## config.mk

```make
export PLATFORM = sky130hd
export DESIGN_NAME = cab_exec
export DESIGN_NICKNAME = d
export VERILOG_FILES = /design/src/hdl/cab_pkg.sv /design/src/hdl/cab_exec.sv /design/src/hdl/cab_file_mem.sv
export SDC_FILE = /design/constraint.sdc
export NUM_CORES = 2
export LEC_CHECK = 0
export BUFFER_PORTS_ARGS = -buffer_cell sky130_fd_sc_hd__buf_2
export CAP_MARGIN = 0
export CORE_ASPECT_RATIO = 0.7
export CORE_UTILIZATION = 50
export CTS_BUF_LIST = sky130_fd_sc_hd__clkbuf_4 sky130_fd_sc_hd__clkbuf_8
export CTS_CLUSTER_DIAMETER = 30
export DETAILED_ROUTE_END_ITERATION = 8
export GPL_TIMING_DRIVEN = 0
export PLACE_DENSITY = 0.66
export SLEW_MARGIN = 0
export SYNTH_ARGS = -nofsm -noshare
export SYNTH_HDL_FRONTEND = slang
export SYNTH_SLANG_ARGS = --single-unit
```

## constraint.sdc

```tcl
create_clock -name clk_i -period 11.9 [get_ports clk_i]
set_input_delay 0.595 -clock clk_i [delete_from_list [all_inputs] [get_ports clk_i]]
set_output_delay 0.595 -clock clk_i [all_outputs]
set_load 0.1 [all_outputs]
```

## src/hdl/cab_pkg.sv

```systemverilog
// Package for the arithmetic, bit and branch execution block
package cab_pkg;
  localparam int CAB_DATA_W = 8;
  localparam int CAB_ADDR_W = 7;
  localparam int CAB_PC_W = 15;
  localparam int CAB_OFS_W = 9;
  localparam int CAB_BIT_W = 3;
  localparam int CAB_NIB_MSB = 3;
  localparam logic [CAB_PC_W-1:0] CAB_PC_RESET = 15'h0000;
  localparam logic [CAB_DATA_W-1:0] CAB_ACC_RESET = 8'h00;

  typedef enum logic [2:0] {
    CAB_OP_NOP,
    CAB_OP_ADD_ACC_TO_FILE,
    CAB_OP_ADD_WITH_CARRY_TO_FILE,
    CAB_OP_ARITH_SHIFT_RIGHT_FILE,
    CAB_OP_CLEAR_FILE_BIT,
    CAB_OP_TEST_BIT_SKIP_IF_ZERO,
    CAB_OP_RELATIVE_JUMP
  } cab_op_t;

  typedef struct packed {
    cab_op_t op;
    logic [CAB_ADDR_W-1:0] addr;
    logic dest;
    logic [CAB_BIT_W-1:0] bit_sel;
    logic [CAB_OFS_W-1:0] offset;
  } cab_instr_t;

  typedef struct packed {
    logic carry;
    logic half_carry_flag;
    logic zero;
  } cab_flags_t;
endpackage : cab_pkg

```

## src/hdl/cab_exec.sv

```systemverilog
// Execution unit for add, shift, bit and relative jump instructions
module cab_exec
  import cab_pkg::*;
(
  // Clock and reset
  input wire logic clk_i,
  input wire logic reset_i,
  // Instruction issue
  input wire logic issue_i,
  input wire cab_instr_t instr_i,
  output logic ready_o,
  // Architectural state and no-op/done status
  output logic [CAB_DATA_W-1:0] acc_o,
  output cab_flags_t flags_o,
  output logic [CAB_PC_W-1:0] pc_o,
  output logic nop_cycle_o,
  output logic done_o,
  // Host access to the file
  input wire logic host_we_i,
  input wire logic [CAB_ADDR_W-1:0] host_addr_i,
  input wire logic [CAB_DATA_W-1:0] host_wdata_i,
  output logic [CAB_DATA_W-1:0] host_rdata_o
);
  typedef enum logic [1:0] {
    CAB_ST_IDLE,
    CAB_ST_EXEC,
    CAB_ST_NOP
  } cab_state_t;

  cab_state_t state;
  cab_state_t next_state;
  cab_instr_t cur;
  logic [CAB_DATA_W-1:0] fval;
  logic [CAB_DATA_W-1:0] next_result;
  cab_flags_t next_flags;
  logic writes_file;
  logic writes_acc;
  logic [CAB_DATA_W:0] sum;
  logic [CAB_NIB_MSB+1:0] nib;
  logic cin;
  logic mem_we;
  logic [CAB_ADDR_W-1:0] mem_addr;
  logic two_cycle;

  // Operand fetched one cycle after issue
  assign mem_addr = (state == CAB_ST_IDLE) ? instr_i.addr : cur.addr;
  assign mem_we = (state == CAB_ST_EXEC) ? writes_file : host_we_i;

  cab_file_mem u_mem (
    .clk_i(clk_i),
    .we_i(mem_we),
    .waddr_i((state == CAB_ST_EXEC) ? cur.addr : host_addr_i),
    .wdata_i((state == CAB_ST_EXEC) ? next_result : host_wdata_i),
    .raddr_i((state == CAB_ST_IDLE && !issue_i) ? host_addr_i : mem_addr),
    .rdata_o(fval)
  );
  assign host_rdata_o = fval;
  assign ready_o = (state == CAB_ST_IDLE);

  always_comb begin
    cin = (cur.op == CAB_OP_ADD_WITH_CARRY_TO_FILE) ? flags_o.carry : 1'b0;
    sum = {1'b0, acc_o} + {1'b0, fval} + {{CAB_DATA_W{1'b0}}, cin};
    nib = {1'b0, acc_o[CAB_NIB_MSB:0]} + {1'b0, fval[CAB_NIB_MSB:0]} + {4'h0, cin};
    next_result = fval;
    next_flags = flags_o;
    writes_file = 1'b0;
    writes_acc = 1'b0;
    two_cycle = 1'b0;
    case (cur.op)
      CAB_OP_ADD_ACC_TO_FILE, CAB_OP_ADD_WITH_CARRY_TO_FILE: begin
        next_result = sum[CAB_DATA_W-1:0];
        next_flags.carry = sum[CAB_DATA_W];
        next_flags.half_carry_flag = nib[CAB_NIB_MSB+1];
        next_flags.zero = (sum[CAB_DATA_W-1:0] == 8'h00);
        writes_file = cur.dest;
        writes_acc = !cur.dest;
      end
      CAB_OP_ARITH_SHIFT_RIGHT_FILE: begin
        next_result = {fval[CAB_DATA_W-1], fval[CAB_DATA_W-1:1]};
        next_flags.carry = fval[0];
        next_flags.zero = ({fval[CAB_DATA_W-1], fval[CAB_DATA_W-1:1]} == 8'h00);
        writes_file = cur.dest;
        writes_acc = !cur.dest;
      end
      CAB_OP_CLEAR_FILE_BIT: begin
        next_result = fval & ~(8'h01 << cur.bit_sel);
        writes_file = 1'b1;
      end
      CAB_OP_TEST_BIT_SKIP_IF_ZERO: begin
        two_cycle = !fval[cur.bit_sel];
      end
      CAB_OP_RELATIVE_JUMP: begin
        two_cycle = 1'b1;
      end
      default: begin
        two_cycle = 1'b0;
      end
    endcase
  end

  always_comb begin
    next_state = state;
    case (state)
      CAB_ST_IDLE: begin
        if (issue_i) begin
          next_state = CAB_ST_EXEC;
        end
      end
      CAB_ST_EXEC: begin
        next_state = two_cycle ? CAB_ST_NOP : CAB_ST_IDLE;
      end
      CAB_ST_NOP: begin
        next_state = CAB_ST_IDLE;
      end
      default: begin
        next_state = CAB_ST_IDLE;
      end
    endcase
  end

  always_ff @(posedge clk_i) begin
    if (reset_i) begin
      state <= CAB_ST_IDLE;
    end else begin
      state <= next_state;
    end
  end

  always_ff @(posedge clk_i) begin
    if (reset_i) begin
      cur <= '0;
    end else if (state == CAB_ST_IDLE && issue_i) begin
      cur <= instr_i;
    end
  end

  always_ff @(posedge clk_i) begin
    if (reset_i) begin
      acc_o <= CAB_ACC_RESET;
      flags_o <= '0;
    end else if (state == CAB_ST_EXEC) begin
      flags_o <= next_flags;
      if (writes_acc) begin
        acc_o <= next_result;
      end
    end
  end

  // Program counter: +1 per instruction, jump adds sign-extended offset
  always_ff @(posedge clk_i) begin
    if (reset_i) begin
      pc_o <= CAB_PC_RESET;
    end else if (state == CAB_ST_EXEC) begin
      if (cur.op == CAB_OP_RELATIVE_JUMP) begin
        pc_o <= pc_o + 15'h0001 + {{(CAB_PC_W-CAB_OFS_W){cur.offset[CAB_OFS_W-1]}}, cur.offset};
      end else begin
        pc_o <= pc_o + 15'h0001;
      end
    end
  end

  always_ff @(posedge clk_i) begin
    if (reset_i) begin
      nop_cycle_o <= 1'b0;
      done_o <= 1'b0;
    end else begin
      nop_cycle_o <= (state == CAB_ST_EXEC) && two_cycle;
      done_o <= (state == CAB_ST_EXEC && !two_cycle) || (state == CAB_ST_NOP);
    end
  end

  jump_target_a: assert property (@(posedge clk_i) disable iff (reset_i)
    state == CAB_ST_EXEC && cur.op == CAB_OP_RELATIVE_JUMP |=> pc_o == $past(pc_o) + 15'h0001
      + {{6{$past(cur.offset[8])}}, $past(cur.offset)}) else $error("jump target wrong");
  jump_two_cycles_a: assert property (@(posedge clk_i) disable iff (reset_i)
    state == CAB_ST_EXEC && cur.op == CAB_OP_RELATIVE_JUMP |=> nop_cycle_o ##1 done_o)
    else $error("jump not two cycles");
  jump_flags_a: assert property (@(posedge clk_i) disable iff (reset_i)
    state == CAB_ST_EXEC && cur.op == CAB_OP_RELATIVE_JUMP |=> $stable(flags_o))
    else $error("jump altered flags");
  skip_zero_a: assert property (@(posedge clk_i) disable iff (reset_i)
    state == CAB_ST_EXEC && cur.op == CAB_OP_TEST_BIT_SKIP_IF_ZERO |->
    ##1 (nop_cycle_o == !$past(fval[cur.bit_sel]))) else $error("skip wrong");
  clear_bit_flags_a: assert property (@(posedge clk_i) disable iff (reset_i)
    state == CAB_ST_EXEC && cur.op == CAB_OP_CLEAR_FILE_BIT |=> $stable(flags_o)
    && $stable(acc_o)) else $error("bit clear touched state");
  add_flags_a: assert property (@(posedge clk_i) disable iff (reset_i)
    state == CAB_ST_EXEC && cur.op == CAB_OP_ADD_ACC_TO_FILE |=>
    flags_o.carry == $past(sum[8]) && flags_o.zero == ($past(sum[7:0]) == 8'h00))
    else $error("add flags wrong");
  dest_acc_a: assert property (@(posedge clk_i) disable iff (reset_i)
    state == CAB_ST_EXEC && cur.op != CAB_OP_CLEAR_FILE_BIT && cur.dest |=> $stable(acc_o))
    else $error("acc written with dest set");
  shift_carry_a: assert property (@(posedge clk_i) disable iff (reset_i)
    state == CAB_ST_EXEC && cur.op == CAB_OP_ARITH_SHIFT_RIGHT_FILE |=>
    flags_o.carry == $past(fval[0])) else $error("shift carry wrong");
  nop_next_a: assert property (@(posedge clk_i) disable iff (reset_i)
    state == CAB_ST_NOP |=> state == CAB_ST_IDLE) else $error("no-op too long");
  addc_half_a: assert property (@(posedge clk_i) disable iff (reset_i)
    state == CAB_ST_EXEC && cur.op == CAB_OP_ADD_WITH_CARRY_TO_FILE |=>
    flags_o.half_carry_flag == ($past({1'b0, acc_o[3:0]} + {1'b0, fval[3:0]}
      + {4'h0, flags_o.carry}) > 5'h0f))
    else $error("add with carry half carry wrong");
  addc_result_a: assert property (@(posedge clk_i) disable iff (reset_i)
    state == CAB_ST_EXEC && cur.op == CAB_OP_ADD_WITH_CARRY_TO_FILE && !cur.dest |=>
    acc_o == $past(acc_o + fval + {7'h00, flags_o.carry}))
    else $error("add with carry result wrong");
  shift_result_a: assert property (@(posedge clk_i) disable iff (reset_i)
    state == CAB_ST_EXEC && cur.op == CAB_OP_ARITH_SHIFT_RIGHT_FILE && !cur.dest |=>
    acc_o == $past({fval[7], fval[7:1]}) && flags_o.zero == (acc_o == 8'h00))
    else $error("shift result wrong");
  done_pulse_a: assert property (@(posedge clk_i) disable iff (reset_i)
    done_o |=> !done_o) else $error("done longer than one cycle");

  jump_c: cover property (@(posedge clk_i) state == CAB_ST_EXEC && cur.op == CAB_OP_RELATIVE_JUMP);
  skip_c: cover property (@(posedge clk_i) nop_cycle_o && cur.op == CAB_OP_TEST_BIT_SKIP_IF_ZERO);
  addc_c: cover property (@(posedge clk_i) state == CAB_ST_EXEC
    && cur.op == CAB_OP_ADD_WITH_CARRY_TO_FILE && flags_o.carry);
  shift_c: cover property (@(posedge clk_i) state == CAB_ST_EXEC
    && cur.op == CAB_OP_ARITH_SHIFT_RIGHT_FILE && fval[0]);
endmodule : cab_exec

```

## src/hdl/cab_file_mem.sv

```systemverilog
// Data memory file with registered read port
module cab_file_mem
  import cab_pkg::*;
#(
  parameter int DATA_W = CAB_DATA_W,
  parameter int ADDR_W = CAB_ADDR_W
) (
  // Clock
  input wire logic clk_i,
  // Write port
  input wire logic we_i,
  input wire logic [ADDR_W-1:0] waddr_i,
  input wire logic [DATA_W-1:0] wdata_i,
  // Read port
  input wire logic [ADDR_W-1:0] raddr_i,
  output logic [DATA_W-1:0] rdata_o
);
  logic [DATA_W-1:0] mem [2**ADDR_W];

  always_ff @(posedge clk_i) begin
    if (we_i) begin
      mem[waddr_i] <= wdata_i;
    end
  end

  always_ff @(posedge clk_i) begin
    rdata_o <= mem[raddr_i];
  end
endmodule : cab_file_mem

```

==> impl_results.md <==
* Status: finished, violations left
* Violated checks: DRC, capacitance limit, slew limit
* Pins Over Slew Limit at 11
* CP peak stage delay at 790 ps
* Setup Buffers After CTS at 0
* Switch share at 25.9%
* CP Cell Sequence: clkbuf_1 -> clkbuf_1 -> nand3b_1 -> fa_1 -> fa_1 -> nor2b_1 -> o21ai_0 -> a21boi_0 -> o21ai_0 -> nor3b_1 -> nor2_1 -> a21oi_1 -> o21ai_4 -> buf_16 -> buf_12
* Pwr/cell area at 172 nW/um^2
* DRT Pass-1 Iters at 9
* Routed via count at 24500
* Max Fclk at ~0.22 GHz
* Crit path arrival time at 5260 ps
* H-tree Lvls at 4
* WL final at between 100 and 150 mm
* Reg2reg setup slack at 7300 ps
* FILL cells at 6407
* Crit-path max FO at 40
* Syn_nets at 2411
* Worst reg2reg path endpoint: u_mem.mem[118][6]$_DFFE_PP_
* Max-cap viol count at 1
* Reg2reg start: cur[22]$_SDFFE_PP0P_
* First-pass GRT wire length at about 170 mm
* Clock transition at path regs at 60 ps
* Hold slack at 89.7 ps
* Netlist cell types at 67
* Relative slew slack at -3.81%
* Design Power at 8.60 mW
* ANT nets after route at 0
* Sequential power share at about half
* Clk_lat worst skew at around 860 ps
* Period minus WS final at 4600 ps
* NumNets Final at around 2700
* Critical path buffers and inverters at 4
* Cell Area, Synth at 43800 sq um
* CTS tree: done
* Critical path required time at 12560 ps
* Synth area leader: edfxtp_1
* DRC Markers at 6
* Post-synth top area share at 70.2%
* Initial antenna violation count at 3
* Final Cycle Share at 38.6%
* Area of the multi-input gates at 11100 sq um
* Total GRT Usage at 26.2%
* Share of flip-flops with an asynchronous set or reset at 0%
* Standard-cell rows at 90
* Slowest-stage cell, CP: o21ai_4
* CTS buffer count at between 150 and 200
* Final setup viols at 0
* Die Footprint at a little under 90000 sq um
* Die Span Y at 250 um
* Worst clock skew at 36.1 ps
* Worst Tran Pin Value at 1560 ps
* Routability cong. at between 0.9 and 1
* Chip Width at 356 um
* Storage cell area at 32000 sq um
* Post-synth EDFFs at 1024
* Crit path kind: reg2reg
* Initial core utilization at 50.7%
* Comb power frac at 12.5%
* CP Capture Type: flop
* Mapped Avg Cell Area at ~19 sq um
* Synth area leaders: edfxtp_1 70%, mux4_2 13%, dfxtp_1 2.8%
* Clock power share at between 30 and 40%
* Lkg Pwr at 16.2 nW
* Dpl hpwl at 77.5 mm
* Net Switching at 2.23 mW
* Cell family with most CP delay: compound AO/OA/AOI/OAI gates
* Most used DFF post-synth: edfxtp_1
* Initial DRC count at 3457
* Setup tns final at 0 ps
* Synthesized flop and latch total at 1085
* Sequential-to-total area share from yosys stat at around 73%
* Most common library cells after synthesis: 1024 x edfxtp_1, 256 x mux4_2, 180 x nor2_1
* WL per Instance at 29.3 um
* Core ar. at between 80000 and 90000 sq um
* P_int at 6.37 mW
* Share of layout cells above drive strength 1 at 25.9%
* Clock Sinks at 1085
* Final hold vios at 0
* Worst Setup Start Kind: flop
* Global route overflow at 0
* Top Ports at a little under 80
* Hold EP: cur[2]$_SDFFE_PP0P_
* Gate Count Post-Synth at 2340
* Worst-case clock buffer depth at 3
* VDD IR max at approximately 0.00012 V
* Yosys warns at 0
* Hold path cells at 3
* FF-to-FF path depth at 15
* Pin count of the biggest net entering global routing at 48
* Clk root buf: clkbuf_8
* Drt via density at around 6.3
* Hold Path Origin: instr_i[2]
* Port Buffer Count at 76
* Most numerous cell in the Yosys netlist: edfxtp_1
* Hold Crit Class: in2reg
* Layout area overhead at 14.0%
* RSZ-0062 raised after global routing: false
* Vias in the first global route at 24400
-- cells in the final DEF (no fill, tap or decap), types with 11 or more instances in the layout --
cell type | Yosys | routed
a211oi_1 | 13 | 13
nor2_1 | 180 | 180
inv_1 | 19 | 19
nand3_1 | 33 | 33
buf_6 | 17 | 17
a221oi_1 | 67 | 67
clkbuf_4 | 0 | 50
clkinv_1 | 0 | 31
buf_4 | 16 | 16
edfxtp_1 | 1024 | 1024
xnor2_1 | 18 | 18
clkbuf_1 | 53 | 51
mux2i_1 | 71 | 71
nand2_1 | 132 | 132
dlygate4sd3_1 | 0 | 21
buf_2 | 33 | 109
mux4_2 | 256 | 256
nand3b_1 | 14 | 14
o21ai_0 | 90 | 82
nand4_1 | 23 | 23
clkbuf_8 | 0 | 172
ha_1 | 26 | 26
dfxtp_1 | 61 | 61
nor3_1 | 16 | 16
a21oi_1 | 55 | 55
buf_16 | 0 | 11
buf_12 | 0 | 15
-- cell type report --
class,count,area share [%]
clock buffer,222,5.50
clock inverter,72,1.32
antenna,2,0.0100
inverter,19,0.143
buffer,125,1.47
sequential,1085,64.1
tap,1150,2.88
multi-input combinational,1111,22.2
timing repair buffer,123,2.39
-- how the worst max path moves through the flow --
stage                                   startpoint                          end  slack, ps  cells past startpoint
after detailed placement      cur[22]$_SDFFE_PP0P_    u_mem.mem[4][6]$_DFFE_PP_       7490                     15
after CTS                     cur[22]$_SDFFE_PP0P_  u_mem.mem[109][6]$_DFFE_PP_       7500                     15
after global routing          cur[22]$_SDFFE_PP0P_  u_mem.mem[110][6]$_DFFE_PP_       7030                     15
final                         cur[22]$_SDFFE_PP0P_  u_mem.mem[118][6]$_DFFE_PP_       7300                     15
after floorplan           u_mem.rdata_o[0]$_DFF_P_    u_mem.mem[0][6]$_DFFE_PP_       2920                     11
after global placement        cur[22]$_SDFFE_PP0P_   u_mem.mem[80][7]$_DFFE_PP_      -3400                     12
-- cells by family (layout without fill, tap and decap cells) --
| group | after synthesis | after routing | synth area share (%) |
|---|---|---|---|
| other cells | 0 | 2 | 0 |
| buf+inv | 144 | 561 | 1.84 |
| xor+xnor | 26 | 26 | 0.520 |
| simple gates | 448 | 448 | 4.62 |
| mux | 333 | 333 | 15.0 |
| flops | 1085 | 1085 | 73.0 |
| fa+ha+maj | 29 | 29 | 0.880 |
| compound gates | 275 | 275 | 4.09 |
-- tightest hold or removal path, stage by stage --
cell     delay (ps)
buf_2            90
nand2_1         100
a21oi_1          80
-- sequential cells by signal (all words and copies together), names as in the netlist --
register and flops:
u_mem.rdata_o 8, state 2, u_mem.mem 1024, nop_cycle_o 1, flags_o 3, done_o 1
cur 23, acc_o 8, pc_o 15
-- timing repair --
action	4_1_cts	5_1_grt
endpoints found under the hold margin	21	0
hold buffers	21	0
endpoints found under the setup margin	0	0
gates resized for setup	0	0
-- power by group through the flow --
stage / Clock (mW) / Sequential [mW] / Combinational, mW
after floorplan: 0 / 4.53 / 0.546
after global placement: 0 / 4.50 / 0.963
after detailed placement: 0 / 4.40 / 1.06
after CTS: 3.23 / 4.32 / 1.06
after global routing: 3.40 / 4.32 / 1.12
final: 3.20 / 4.32 / 1.08
-- per-stage QoR --
| step | utilization (%) | setup WS [ps] | instances | area [sq um] |
|---|---|---|---|---|
| floorplan | - | 2920 | 2340 | 43800 |
| global placement | 52.8 | -3400 | 3566 | 45600 |
| detailed placement | 53.6 | 7490 | 3592 | 46300 |
| CTS | 57.8 | 7500 | 3907 | 49900 |
| global route | 57.8 | 7030 | 3909 | 49900 |
| finish | 57.8 | 7300 | 3909 | 49900 |
-- per-layer routing --
layer / wire, um / track usage (%) / share of wire [%]
met1: 48600 / 38.7 / 42
met2: 49600 / 36.8 / 43
met3: 13600 / 8.67 / 12
met4: 2740 / 8.26 / 2.4
met5: 0 / 0 / 0
Power figures use the tool's default switching activity.
